### config.mk
export PLATFORM = sky130hd
export DESIGN_NAME = adc_trigger_and_end_event
export DESIGN_NICKNAME = d
export VERILOG_FILES = /design/src/common/adc_trig_pkg.sv /design/src/hdl/adc_trigger_and_end_event.sv
export VERILOG_INCLUDE_DIRS = /design/src /design/src/common
export SDC_FILE = /design/constraint.sdc
export NUM_CORES = 1
export LEC_CHECK = 0
export BUFFER_PORTS_ARGS = -buffer_cell sky130_fd_sc_hd__buf_2
export CORE_ASPECT_RATIO = 1.1
export CORE_MARGIN = 2
export CORE_UTILIZATION = 50
export CTS_CLUSTER_DIAMETER = 200
export DETAILED_ROUTE_END_ITERATION = 16
export GPL_ROUTABILITY_DRIVEN = 0
export PLACE_DENSITY = 0.73
export SYNTH_ARGS = -nofsm -noshare
export SYNTH_HDL_FRONTEND = slang
export SYNTH_SLANG_ARGS = --single-unit
### constraint.sdc
create_clock -name i_clock -period 2.55 [get_ports i_clock]
set_input_delay 0 -clock i_clock [delete_from_list [all_inputs] [get_ports i_clock]]
set_output_delay 0 -clock i_clock [all_outputs]
set_load 0.01 [all_outputs]
### src/common/adc_trig_defs.svh
// Offsets, field positions, reset values and timing counts of the block
`ifndef ADC_TRIG_DEFS_SVH
`define ADC_TRIG_DEFS_SVH
`define ADDR_CSR      4'h0
`define ADDR_CR       4'h1
`define ADDR_STOP     4'h2
`define ADDR_IRQ_STAT 4'h3
`define ADDR_IRQ_MASK 4'h4
`define ADDR_RESULT   4'h5
`define CSR_END_FLAG  7
`define CSR_IRQ_EN    6
`define CSR_START     5
`define CSR_SCAN      4
`define CR_TRG_HI     7
`define CR_TRG_LO     6
`define CR_GROUP8     5
`define STOP_RESET    1'b1
`define TRG_EXTERNAL  2'h3
`define CONV_CYCLES   8'h40
`define GROUP4_LAST   3'h3
`define GROUP8_LAST   3'h7
`endif

### src/common/adc_trig_pkg.sv
// Types shared by the converter control block
`default_nettype none
package adc_trig_pkg;
  // Register access request from the CPU side
  typedef struct packed {
    logic [3:0] addr;
    logic [7:0] wdata;
    logic       wr;
    logic       rd;
  } reg_req_t;
  // Sequencer states, Gray along idle-convert-done
  typedef enum logic [1:0] {
    ST_WAIT = 2'b00,
    ST_CONV = 2'b01,
    ST_DONE = 2'b11
  } conv_state_t;
endpackage
`default_nettype wire

### src/hdl/adc_trigger_and_end_event.sv
// Converter start, end event and module stop control
//
// Implementation choices: the address-and-strobe port and the register offsets.
`default_nettype none
`include "adc_trig_defs.svh"
module adc_trigger_and_end_event #(
  parameter logic [7:0] CONV_CYCLES = `CONV_CYCLES
) (
  input  wire logic                 i_clock,
  input  wire logic                 i_reset,
  input  wire adc_trig_pkg::reg_req_t i_req,
  input  wire logic                 i_ext_trigger_n,
  output logic [7:0]                o_rdata,
  output logic                      o_conversion_end_request,
  output logic                      o_transfer_activate,
  output logic                      o_irq,
  output logic                      o_converting,
  output logic [2:0]                o_channel
);
  import adc_trig_pkg::*;

  // Control state
  logic        stop_q;          // Module stop
  logic        start_q;         // Conversion start bit
  logic        end_flag_q;      // Conversion end flag
  logic        irq_en_q;        // End interrupt enable
  logic        scan_q;          // Scan mode select
  logic [1:0]  trg_q;           // Trigger source
  logic        group8_q;        // Scan group of eight
  logic        stat_q;          // Sticky event status
  logic        mask_q;          // Event mask
  logic [9:0]  result_q;        // Last result (channel-number stand-in)
  logic [7:0]  cnt_q;           // Conversion cycle counter
  logic [2:0]  chan_q;          // Current channel
  conv_state_t state_q;
  logic        sync1_q, sync2_q, sync3_q;
  logic [7:0]  rdata_q;

  // Decode
  wire wr_csr  = i_req.wr && !stop_q && i_req.addr == `ADDR_CSR;
  wire wr_cr   = i_req.wr && !stop_q && i_req.addr == `ADDR_CR;
  wire wr_stop = i_req.wr && i_req.addr == `ADDR_STOP;
  wire wr_mask = i_req.wr && !stop_q && i_req.addr == `ADDR_IRQ_MASK;
  wire rd_stat = i_req.rd && !stop_q && i_req.addr == `ADDR_IRQ_STAT;
  wire fall    = sync3_q && !sync2_q;
  wire ext_sel = trg_q == `TRG_EXTERNAL;
  wire ext_start = ext_sel && fall && !stop_q;
  wire last_ch = chan_q == (group8_q ? `GROUP8_LAST : `GROUP4_LAST);
  wire conv_end = state_q == ST_CONV && cnt_q == CONV_CYCLES - 8'h01;
  // Group finish raises flag in scan
  wire end_evt = conv_end && (!scan_q || last_ch);
  wire sw_start_set = wr_csr && i_req.wdata[`CSR_START];
  wire sw_start_clr = wr_csr && !i_req.wdata[`CSR_START];

  // Trigger synchroniser
  always_ff @(posedge i_clock) begin
    sync1_q <= i_ext_trigger_n;
    sync2_q <= sync1_q;
    sync3_q <= sync2_q;
  end

  // Module stop, held after reset
  always_ff @(posedge i_clock) begin
    if (i_reset) begin
      stop_q <= `STOP_RESET;
    end else if (wr_stop) begin
      stop_q <= i_req.wdata[0];
    end
  end

  // Configuration registers
  always_ff @(posedge i_clock) begin
    if (i_reset) begin
      irq_en_q <= 1'b0;
      scan_q   <= 1'b0;
      trg_q    <= 2'h0;
      group8_q <= 1'b0;
      mask_q   <= 1'b0;
    end else begin
      if (wr_csr) begin
        irq_en_q <= i_req.wdata[`CSR_IRQ_EN];
        scan_q   <= i_req.wdata[`CSR_SCAN];
      end
      if (wr_cr) begin
        trg_q    <= i_req.wdata[`CR_TRG_HI:`CR_TRG_LO];
        group8_q <= i_req.wdata[`CR_GROUP8];
      end
      if (wr_mask) begin
        mask_q <= i_req.wdata[0];
      end
    end
  end

  // Start bit
  always_ff @(posedge i_clock) begin
    if (i_reset) begin
      start_q <= 1'b0;
    end else if (sw_start_set || ext_start) begin
      start_q <= 1'b1;
    end else if (sw_start_clr) begin
      start_q <= 1'b0;
    end else if (conv_end && !scan_q) begin
      start_q <= 1'b0;
    end
  end

  // Sequencer
  always_ff @(posedge i_clock) begin
    if (i_reset) begin
      state_q  <= ST_WAIT;
      cnt_q    <= 8'h00;
      chan_q   <= 3'h0;
      result_q <= 10'h000;
    end else begin
      unique case (state_q)
        ST_WAIT: begin
          cnt_q  <= 8'h00;
          chan_q <= 3'h0;
          if (start_q) begin
            state_q <= ST_CONV;
          end
        end
        ST_CONV: begin
          if (!start_q) begin
            state_q <= ST_WAIT;
          end else if (conv_end) begin
            result_q <= {7'h00, chan_q};
            cnt_q    <= 8'h00;
            if (!scan_q) begin
              state_q <= ST_DONE;
            end else begin
              chan_q <= last_ch ? 3'h0 : chan_q + 3'h1;
            end
          end else begin
            cnt_q <= cnt_q + 8'h01;
          end
        end
        ST_DONE: begin
          state_q <= ST_WAIT;
        end
        // Unused code falls back to wait
        default: begin
          state_q <= ST_WAIT;
        end
      endcase
    end
  end

  // End flag and sticky status; set wins over clear
  always_ff @(posedge i_clock) begin
    if (i_reset) begin
      end_flag_q <= 1'b0;
      stat_q     <= 1'b0;
    end else begin
      if (end_evt) begin
        end_flag_q <= 1'b1;
      end else if (wr_csr && !i_req.wdata[`CSR_END_FLAG]) begin
        end_flag_q <= 1'b0;
      end
      if (end_evt) begin
        stat_q <= 1'b1;
      end else if (rd_stat) begin
        stat_q <= 1'b0;
      end
    end
  end

  // Read mux and registered outputs
  wire [7:0] rmux =
    stop_q && i_req.addr != `ADDR_STOP ? 8'h00 :
    i_req.addr == `ADDR_CSR  ? {end_flag_q, irq_en_q, start_q, scan_q, 4'h0} :
    i_req.addr == `ADDR_CR   ? {trg_q, group8_q, 5'h00} :
    i_req.addr == `ADDR_STOP ? {7'h00, stop_q} :
    i_req.addr == `ADDR_IRQ_STAT ? {7'h00, stat_q} :
    i_req.addr == `ADDR_IRQ_MASK ? {7'h00, mask_q} :
    i_req.addr == `ADDR_RESULT ? result_q[7:0] : 8'h00;

  always_ff @(posedge i_clock) begin
    if (i_reset) begin
      rdata_q                  <= 8'h00;
      o_conversion_end_request <= 1'b0;
      o_transfer_activate      <= 1'b0;
      o_irq                    <= 1'b0;
      o_converting             <= 1'b0;
      o_channel                <= 3'h0;
    end else begin
      rdata_q <= i_req.rd ? rmux : 8'h00;
      // Request only while enabled and set
      o_conversion_end_request <= irq_en_q && end_flag_q;
      o_transfer_activate      <= irq_en_q && end_evt;
      o_irq                    <= stat_q && mask_q;
      o_converting             <= state_q == ST_CONV;
      o_channel                <= chan_q;
    end
  end
  assign o_rdata = rdata_q;

  // Single mode returns start to zero
  a_single_clear: assert property (
    @(posedge i_clock) disable iff (i_reset)
    conv_end && !scan_q && !sw_start_set && !ext_start |=> !start_q)
    else $error("start bit not cleared after single conversion");
  a_scan_hold: assert property (
    @(posedge i_clock) disable iff (i_reset)
    conv_end && scan_q && !sw_start_clr |=> start_q)
    else $error("start bit dropped in scan mode");
  a_req_gate: assert property (
    @(posedge i_clock) disable iff (i_reset)
    o_conversion_end_request |-> $past(irq_en_q && end_flag_q))
    else $error("end request without enable and flag");
  a_abort_wait: assert property (
    @(posedge i_clock) disable iff (i_reset)
    state_q == ST_CONV && !start_q |=> state_q == ST_WAIT)
    else $error("abort did not reach wait");
  a_edge_start: assert property (
    @(posedge i_clock) disable iff (i_reset)
    ext_start |=> start_q)
    else $error("external edge did not set start");
  a_src_gate: assert property (
    @(posedge i_clock) disable iff (i_reset)
    !ext_sel && !sw_start_set && !start_q |=> !start_q)
    else $error("start without selected source");
  a_stop_lock: assert property (
    @(posedge i_clock) disable iff (i_reset)
    stop_q && !wr_stop |=> $stable(trg_q) && $stable(irq_en_q))
    else $error("register written in module stop");
  a_one_start: assert property (
    @(posedge i_clock) disable iff (i_reset)
    fall |=> !fall)
    else $error("double edge from one fall");
endmodule
`default_nettype wire

==> results of run 1 <==
-- power breakdown --
| group | total [W] | leakage, nW | switching, W | internal [W] |
|---|---|---|---|---|
| Sequential | 0.000676 | 0.347 | 0.00000166 | 0.000675 |
| Combinational | 0.0000451 | 0.449 | 0.0000232 | 0.0000219 |
| Clock | 0.000318 | 0.0282 | 0.000211 | 0.000106 |
| Total | 0.00104 | 0.825 | 0.000236 | 0.000803 |
-- metrics by stage --
| stage | worst slack [ps] | util |
|---|---|---|
| global placement | 948 | 0.574 |
| finish | 791 | 0.619 |
| global route | 707 | 0.619 |
| CTS | 864 | 0.619 |
| detailed placement | 900 | 0.574 |
| floorplan | 1050 | - |
-- how the worst max path moves through the flow --
| stage | start | end | slack (ps) | cells after the start |
|---|---|---|---|---|
| 2_1_floorplan | cnt_q[0]$_SDFFE_PP0P_ | o_transfer_activate$_SDFF_PP0_ | 1050 | 5 |
| 3_3_place_gp | cnt_q[0]$_SDFFE_PP0P_ | o_transfer_activate$_SDFF_PP0_ | 950 | 5 |
| 3_5_place_dp | cnt_q[0]$_SDFFE_PP0P_ | o_transfer_activate$_SDFF_PP0_ | 900 | 5 |
| 4_1_cts | cnt_q[0]$_SDFFE_PP0P_ | o_transfer_activate$_SDFF_PP0_ | 860 | 5 |
| 5_1_grt | stop_q$_SDFFE_PP1P_ | scan_q$_SDFFE_PP0N_ | 710 | 4 |
| 6_report | stop_q$_SDFFE_PP1P_ | scan_q$_SDFFE_PP0N_ | 790 | 4 |
-- worst max-delay path: stages, from the launching register on --
cell and delay (ps):
dfxtp_1 420, nor4_4 450, nand3_1 140, dlygate4sd3_1 580
a21oi_1 120
-- sequential cells by signal, indices dropped and copies added, names as in the netlist, 2 cells and up --
name,cells
trg_q,2
chan_q,3
o_rdata,7
o_channel,3
state_q,2
result_q,3
cnt_q,8
-- kinds of logic after synthesis --
| group | synth area share |
|---|---|
| other | 0.00210 |
| DFF | 0.482 |
| and+or+nand+nor | 0.285 |
| adders and majority gates | 0.0140 |
| xor gates and xnor gates | 0.0295 |
| buffers and inverters | 0.0210 |
| AOI/OAI and AO/OA | 0.0989 |
| muxes | 0.0673 |
-- area by class of cell --
cell class / instances / area (um^2) / area share
Multi-Input combinational cell: 132 / 886 / 0.423
Tap cell: 48 / 60.1 / 0.0287
Clock buffer: 6 / 41.3 / 0.0197
Clock inverter: 2 / 12.5 / 0.00597
Sequential cell: 43 / 861 / 0.411
Timing Repair Buffer: 37 / 235 / 0.112
-- per-layer routing --
metal	GRT usage	routed length [um]	vias to the layer above
met4	0.0951	76	0
met2	0.317	1730	33
li1	-	-	719
met1	0.245	1530	676
met5	0	0	-
met3	0.0621	132	10
-- cells in the final DEF (no fill, tap or decap), types with 2 or more instances in the layout --
master and n:
dfxtp_1 43, buf_2 27, nor2_1 22, nand2_1 13
mux2i_1 12, a21oi_1 10, dlygate4sd3_1 10, nor2b_1 8
xnor2_1 6, nand3_1 6, clkbuf_4 5, o21ai_0 4
nand3b_1 4, nor3b_1 3, nand4_1 3, and3_1 2
and2_1 2, nor4b_1 2, a31o_2 2, a21boi_0 2
nor4_1 2, nor3_1 2, a22oi_1 2, nor3b_2 2
o21a_1 2, ha_1 2
==> flow_metrics.env, run 1 <==
export IMPL_leakagePower_nw=0.825
export IMPL_antenna_cells=0
export IMPL_yosysMostFrequentCell="dfxtp_1"
export IMPL_dr_total_vias=1438
export IMPL_r2r_slack_ps=790
export IMPL_antenna_found_initial=0
export IMPL_clock_path_buffers=2
export IMPL_synth_top_area_cell="dfxtp_1"
export IMPL_nFillCells=295
export IMPL_start_kind="register"
export IMPL_synth_edf_count=0
export IMPL_setup_violations_final=0
export IMPL_ant_nets=0
export IMPL_worstHoldPathCells=4
export IMPL_root_buffer="clkbuf_4"
export IMPL_required_ps=2850
export IMPL_syn_area_per_cell_um2=9.75
export IMPL_cts_resized=0
export IMPL_nets=238
export IMPL_ios=32
export IMPL_dieHeight_um=66.7
export IMPL_cap_viol_max_count=0
export IMPL_wl_per_cell_um=13.0
export IMPL_core_area_um2=3390
export IMPL_ys_seq_area_frac=0.482
export IMPL_h_tree_depth=2
export IMPL_hold_ws_ps=40.7
export IMPL_setup_tns_ps=0
export IMPL_ir_drop_mv=0.353
export IMPL_cts_tree="yes"
export IMPL_synth_seq_cells=43
export IMPL_reg2reg_from="stop_q$_SDFFE_PP1P_"
export IMPL_netlist_instances=183
export IMPL_min_delay_start="i_req[12]"
export IMPL_syn_area_um2=1780
export IMPL_routed_via_density=5.37
export IMPL_drive_gt1_frac=0.214
export IMPL_outcome="completed"
export IMPL_fmax_mhz=569
export IMPL_slew_viol_final=0
export IMPL_drtPass1Iterations=4
export IMPL_cts_sinks=43
export IMPL_synth_distinct_cells=45
export IMPL_power_w=0.00104
export IMPL_grt_pass1_vias=1341
export IMPL_rsz0062_at_grt="no"
export IMPL_crit_reg2reg_capture="scan_q$_SDFFE_PP0N_"
export IMPL_worstSetupPathType="register to register"
export IMPL_hp_class="primary input to register"
export IMPL_power_density_nw_per_um2=496
export IMPL_dieArea_um2=4060
export IMPL_period_minus_slack_ps=1760
export IMPL_grt_start_max_net_pins=29
export IMPL_grt_pass1_wl_um=5980
export IMPL_syn_num_nets=202
export IMPL_synth_flop_cell="dfxtp_1"
export IMPL_start_util=0.527
export IMPL_area_growth_pct=17.5
export IMPL_drc_errors=0
export IMPL_cts_setup_buffers=0
export IMPL_cts_buffers=5
export IMPL_rows=22
export IMPL_final_cell_count_no_fill=268
export IMPL_synthTopCellsByArea="dfxtp_1, mux2i_1, nor2_1"
export IMPL_finalInstanceArea_um2=2100
export IMPL_r2r_cells=4
export IMPL_insertion_delay_ps=360
export IMPL_dp_hpwl_um=2420
export IMPL_worstPathMaxFanout=7
export IMPL_dp_cells=250
export IMPL_synth_common_cells="dfxtp_1, nor2_1, nand2_1"
export IMPL_die_w_um=61.0
export IMPL_synthArstFlopShare=0
export IMPL_track_usage=0.201
export IMPL_wl_um=3470
export IMPL_postCtsHoldBufs=10
export IMPL_min_to="irq_en_q$_SDFFE_PP0N_"
export IMPL_crit_arrival_ps=2060
export IMPL_dpl_instance_area_um2=1940
export IMPL_hold_viol_final=0
export IMPL_cp_end_kind="register"
export IMPL_clk_pin_slew_ps=130
export IMPL_yosys_warnings=0
export IMPL_portBuffers=27
export IMPL_drt_first_iter_violations=86
export IMPL_timing_final_crit_share=0.690
export IMPL_synth_top_cell_area_share=0.482
export IMPL_overflow=0
export IMPL_skew_ps=13.4
Power figures use the tool's default switching activity.
==> run 2, diff against run 1 <==
==> constraint.sdc (replaced) <==
create_clock -name i_clock -period 1.72 [get_ports i_clock]
set_input_delay 0 -clock i_clock [delete_from_list [all_inputs] [get_ports i_clock]]
set_output_delay 0 -clock i_clock [all_outputs]
set_load 0.01 [all_outputs]
==> run 2 against run 1 <==
Net effect:
- via count up 1.3%
- largest cell class unchanged
- clock power up 140%
- power up 77%
- design area up 4.3%
- final cell count up 1.5%
- sequential power up 48%
- global-route usage down 0.23 points
- combinational power up 46%
- critical path depth unchanged
- non-clock buffer count up 4
- clock skew down 2.7 ps
- register-to-register slack worse by 690 ps
==> flow_metrics.env, run 2 (same netlist as run 1, synthesis figures left out) <==
export IMPL_slew_viol_final=0
export IMPL_fmax_mhz=618
export IMPL_dpl_instance_area_um2=1960
export IMPL_grt_start_max_net_pins=29
export IMPL_antenna_found_initial=0
export IMPL_dpl_worst_slack_ps=90.9
export IMPL_timing_final_crit_share=0.941
export IMPL_path_cells="nor4_4, nand3_1, dlygate4sd3_1, a21oi_1"
export IMPL_r2r_slack_ps=100
export IMPL_insertion_delay_ps=350
export IMPL_ir_drop_mv=0.563
export IMPL_cts_sinks=43
export IMPL_die_w_um=61.0
export IMPL_drt_first_iter_violations=73
export IMPL_cap_viol_max_count=0
export IMPL_finalInstanceArea_um2=2190
export IMPL_path_delay_family="buffers and inverters"
export IMPL_worstSetupPathType="register to register"
export IMPL_dp_hpwl_um=2490
export IMPL_outcome="completed"
export IMPL_final_common_cell="dfxtp_1"
export IMPL_top_register="cnt_q"
export IMPL_grt_pass1_wl_um=5900
export IMPL_hp_class="primary input to register"
export IMPL_drc_errors=0
export IMPL_antenna_cells=0
export IMPL_clk_pin_slew_ps=130
export IMPL_wl_um=3650
export IMPL_leakagePower_nw=0.876
export IMPL_area_growth_pct=22.5
export IMPL_routed_via_density=5.35
export IMPL_drive_gt1_frac=0.246
export IMPL_clock_path_buffers=2
export IMPL_setup_violations_final=0
export IMPL_cts_buffers=5
export IMPL_wl_per_cell_um=13.4
export IMPL_track_usage=0.199
export IMPL_dr_total_vias=1456
export IMPL_required_ps=2010
export IMPL_power_density_nw_per_um2=841
export IMPL_setup_tns_ps=0
export IMPL_rsz0062_at_grt="no"
export IMPL_rows=22
export IMPL_start_kind="register"
export IMPL_crit_arrival_ps=1910
export IMPL_core_area_um2=3390
export IMPL_hold_ws_ps=35.0
export IMPL_critPathMaxStageDelay_ps=590
export IMPL_worstPathMaxFanout=4
export IMPL_nets=242
export IMPL_period_minus_slack_ps=1620
export IMPL_skew_ps=10.7
export IMPL_grt_pass1_vias=1374
export IMPL_largest_register_ffs=8
export IMPL_dieHeight_um=66.7
export IMPL_h_tree_depth=2
export IMPL_cpMaxStageDelayCell="dlygate4sd3_1"
export IMPL_root_buffer="clkbuf_4"
export IMPL_drtPass1Iterations=4
export IMPL_portBuffers=27
export IMPL_ios=32
export IMPL_dieArea_um2=4060
export IMPL_cts_tree="yes"
export IMPL_start_util=0.527
export IMPL_overflow=0
export IMPL_cp_end_kind="register"
export IMPL_ant_nets=0
export IMPL_final_cell_mix="dfxtp_1, buf_2, nor2_1, nand2_1, mux2i_1"
export IMPL_power_w=0.00184
export IMPL_hold_viol_final=0
export IMPL_critPathBufInv=1
export IMPL_fin_ws_ps=101
==> run 2: layout make-up <==
class,instances,area [um^2]
sequential,43,862
fill,285,1200
clock inverter,2,60.1
clock buffer,6,41.3
multi-input combinational,132,900
tap,48,60.1
timing repair buffer,41,263
==> run 2: path summary, 6_finish.rpt <==
kind	from	cells after the start	end
max	stop_q$_SDFFE_PP1P_	4	scan_q$_SDFFE_PP0N_
min	i_req[11]	4	o_rdata[5]$_SDFF_PP0_
max reg2reg	stop_q$_SDFFE_PP1P_	4	scan_q$_SDFFE_PP0N_
min reg2reg	sync1_q$_DFF_P_	0	sync2_q$_DFF_P_
==> run 2: through the flow <==
stage | util | cells
after CTS | 0.637 | 270
after detailed placement | 0.580 | 253
after global routing | 0.646 | 272
final | 0.646 | 272
after floorplan | - | 183
after global placement | 0.580 | 253
==> run 2: per-layer routing <==
layer,vias to the layer above,track usage,share of wire
met5,-,0,0
met4,0,0.117,0.019
met3,8,0.0621,0.057
met2,49,0.315,0.50
met1,680,0.231,0.42
li1,719,-,-
==> run 2: tightest hold or removal path: cells and delay by family <==
kind | cells | cell delay (ps)
AND/OR/NAND/NOR | 3 | 230
buffers and inverters | 1 | 120
==> run 2: timing repair <==
action | in CTS | in global routing
endpoints found under the setup margin | 0 | 7
resized for setup | 0 | 4
hold buffers | 9 | 0
buffers inserted | 0 | 2
hold endpoints to repair | 12 | 0
==> run 2: power by group <==
part	leakage [nW]	switching, W	internal, W
logic	0.476	0.0000337	0.0000321
clock network	0.0525	0.000317	0.000454
registers	0.348	0.00000189	0.00100
total	0.876	0.000353	0.00149
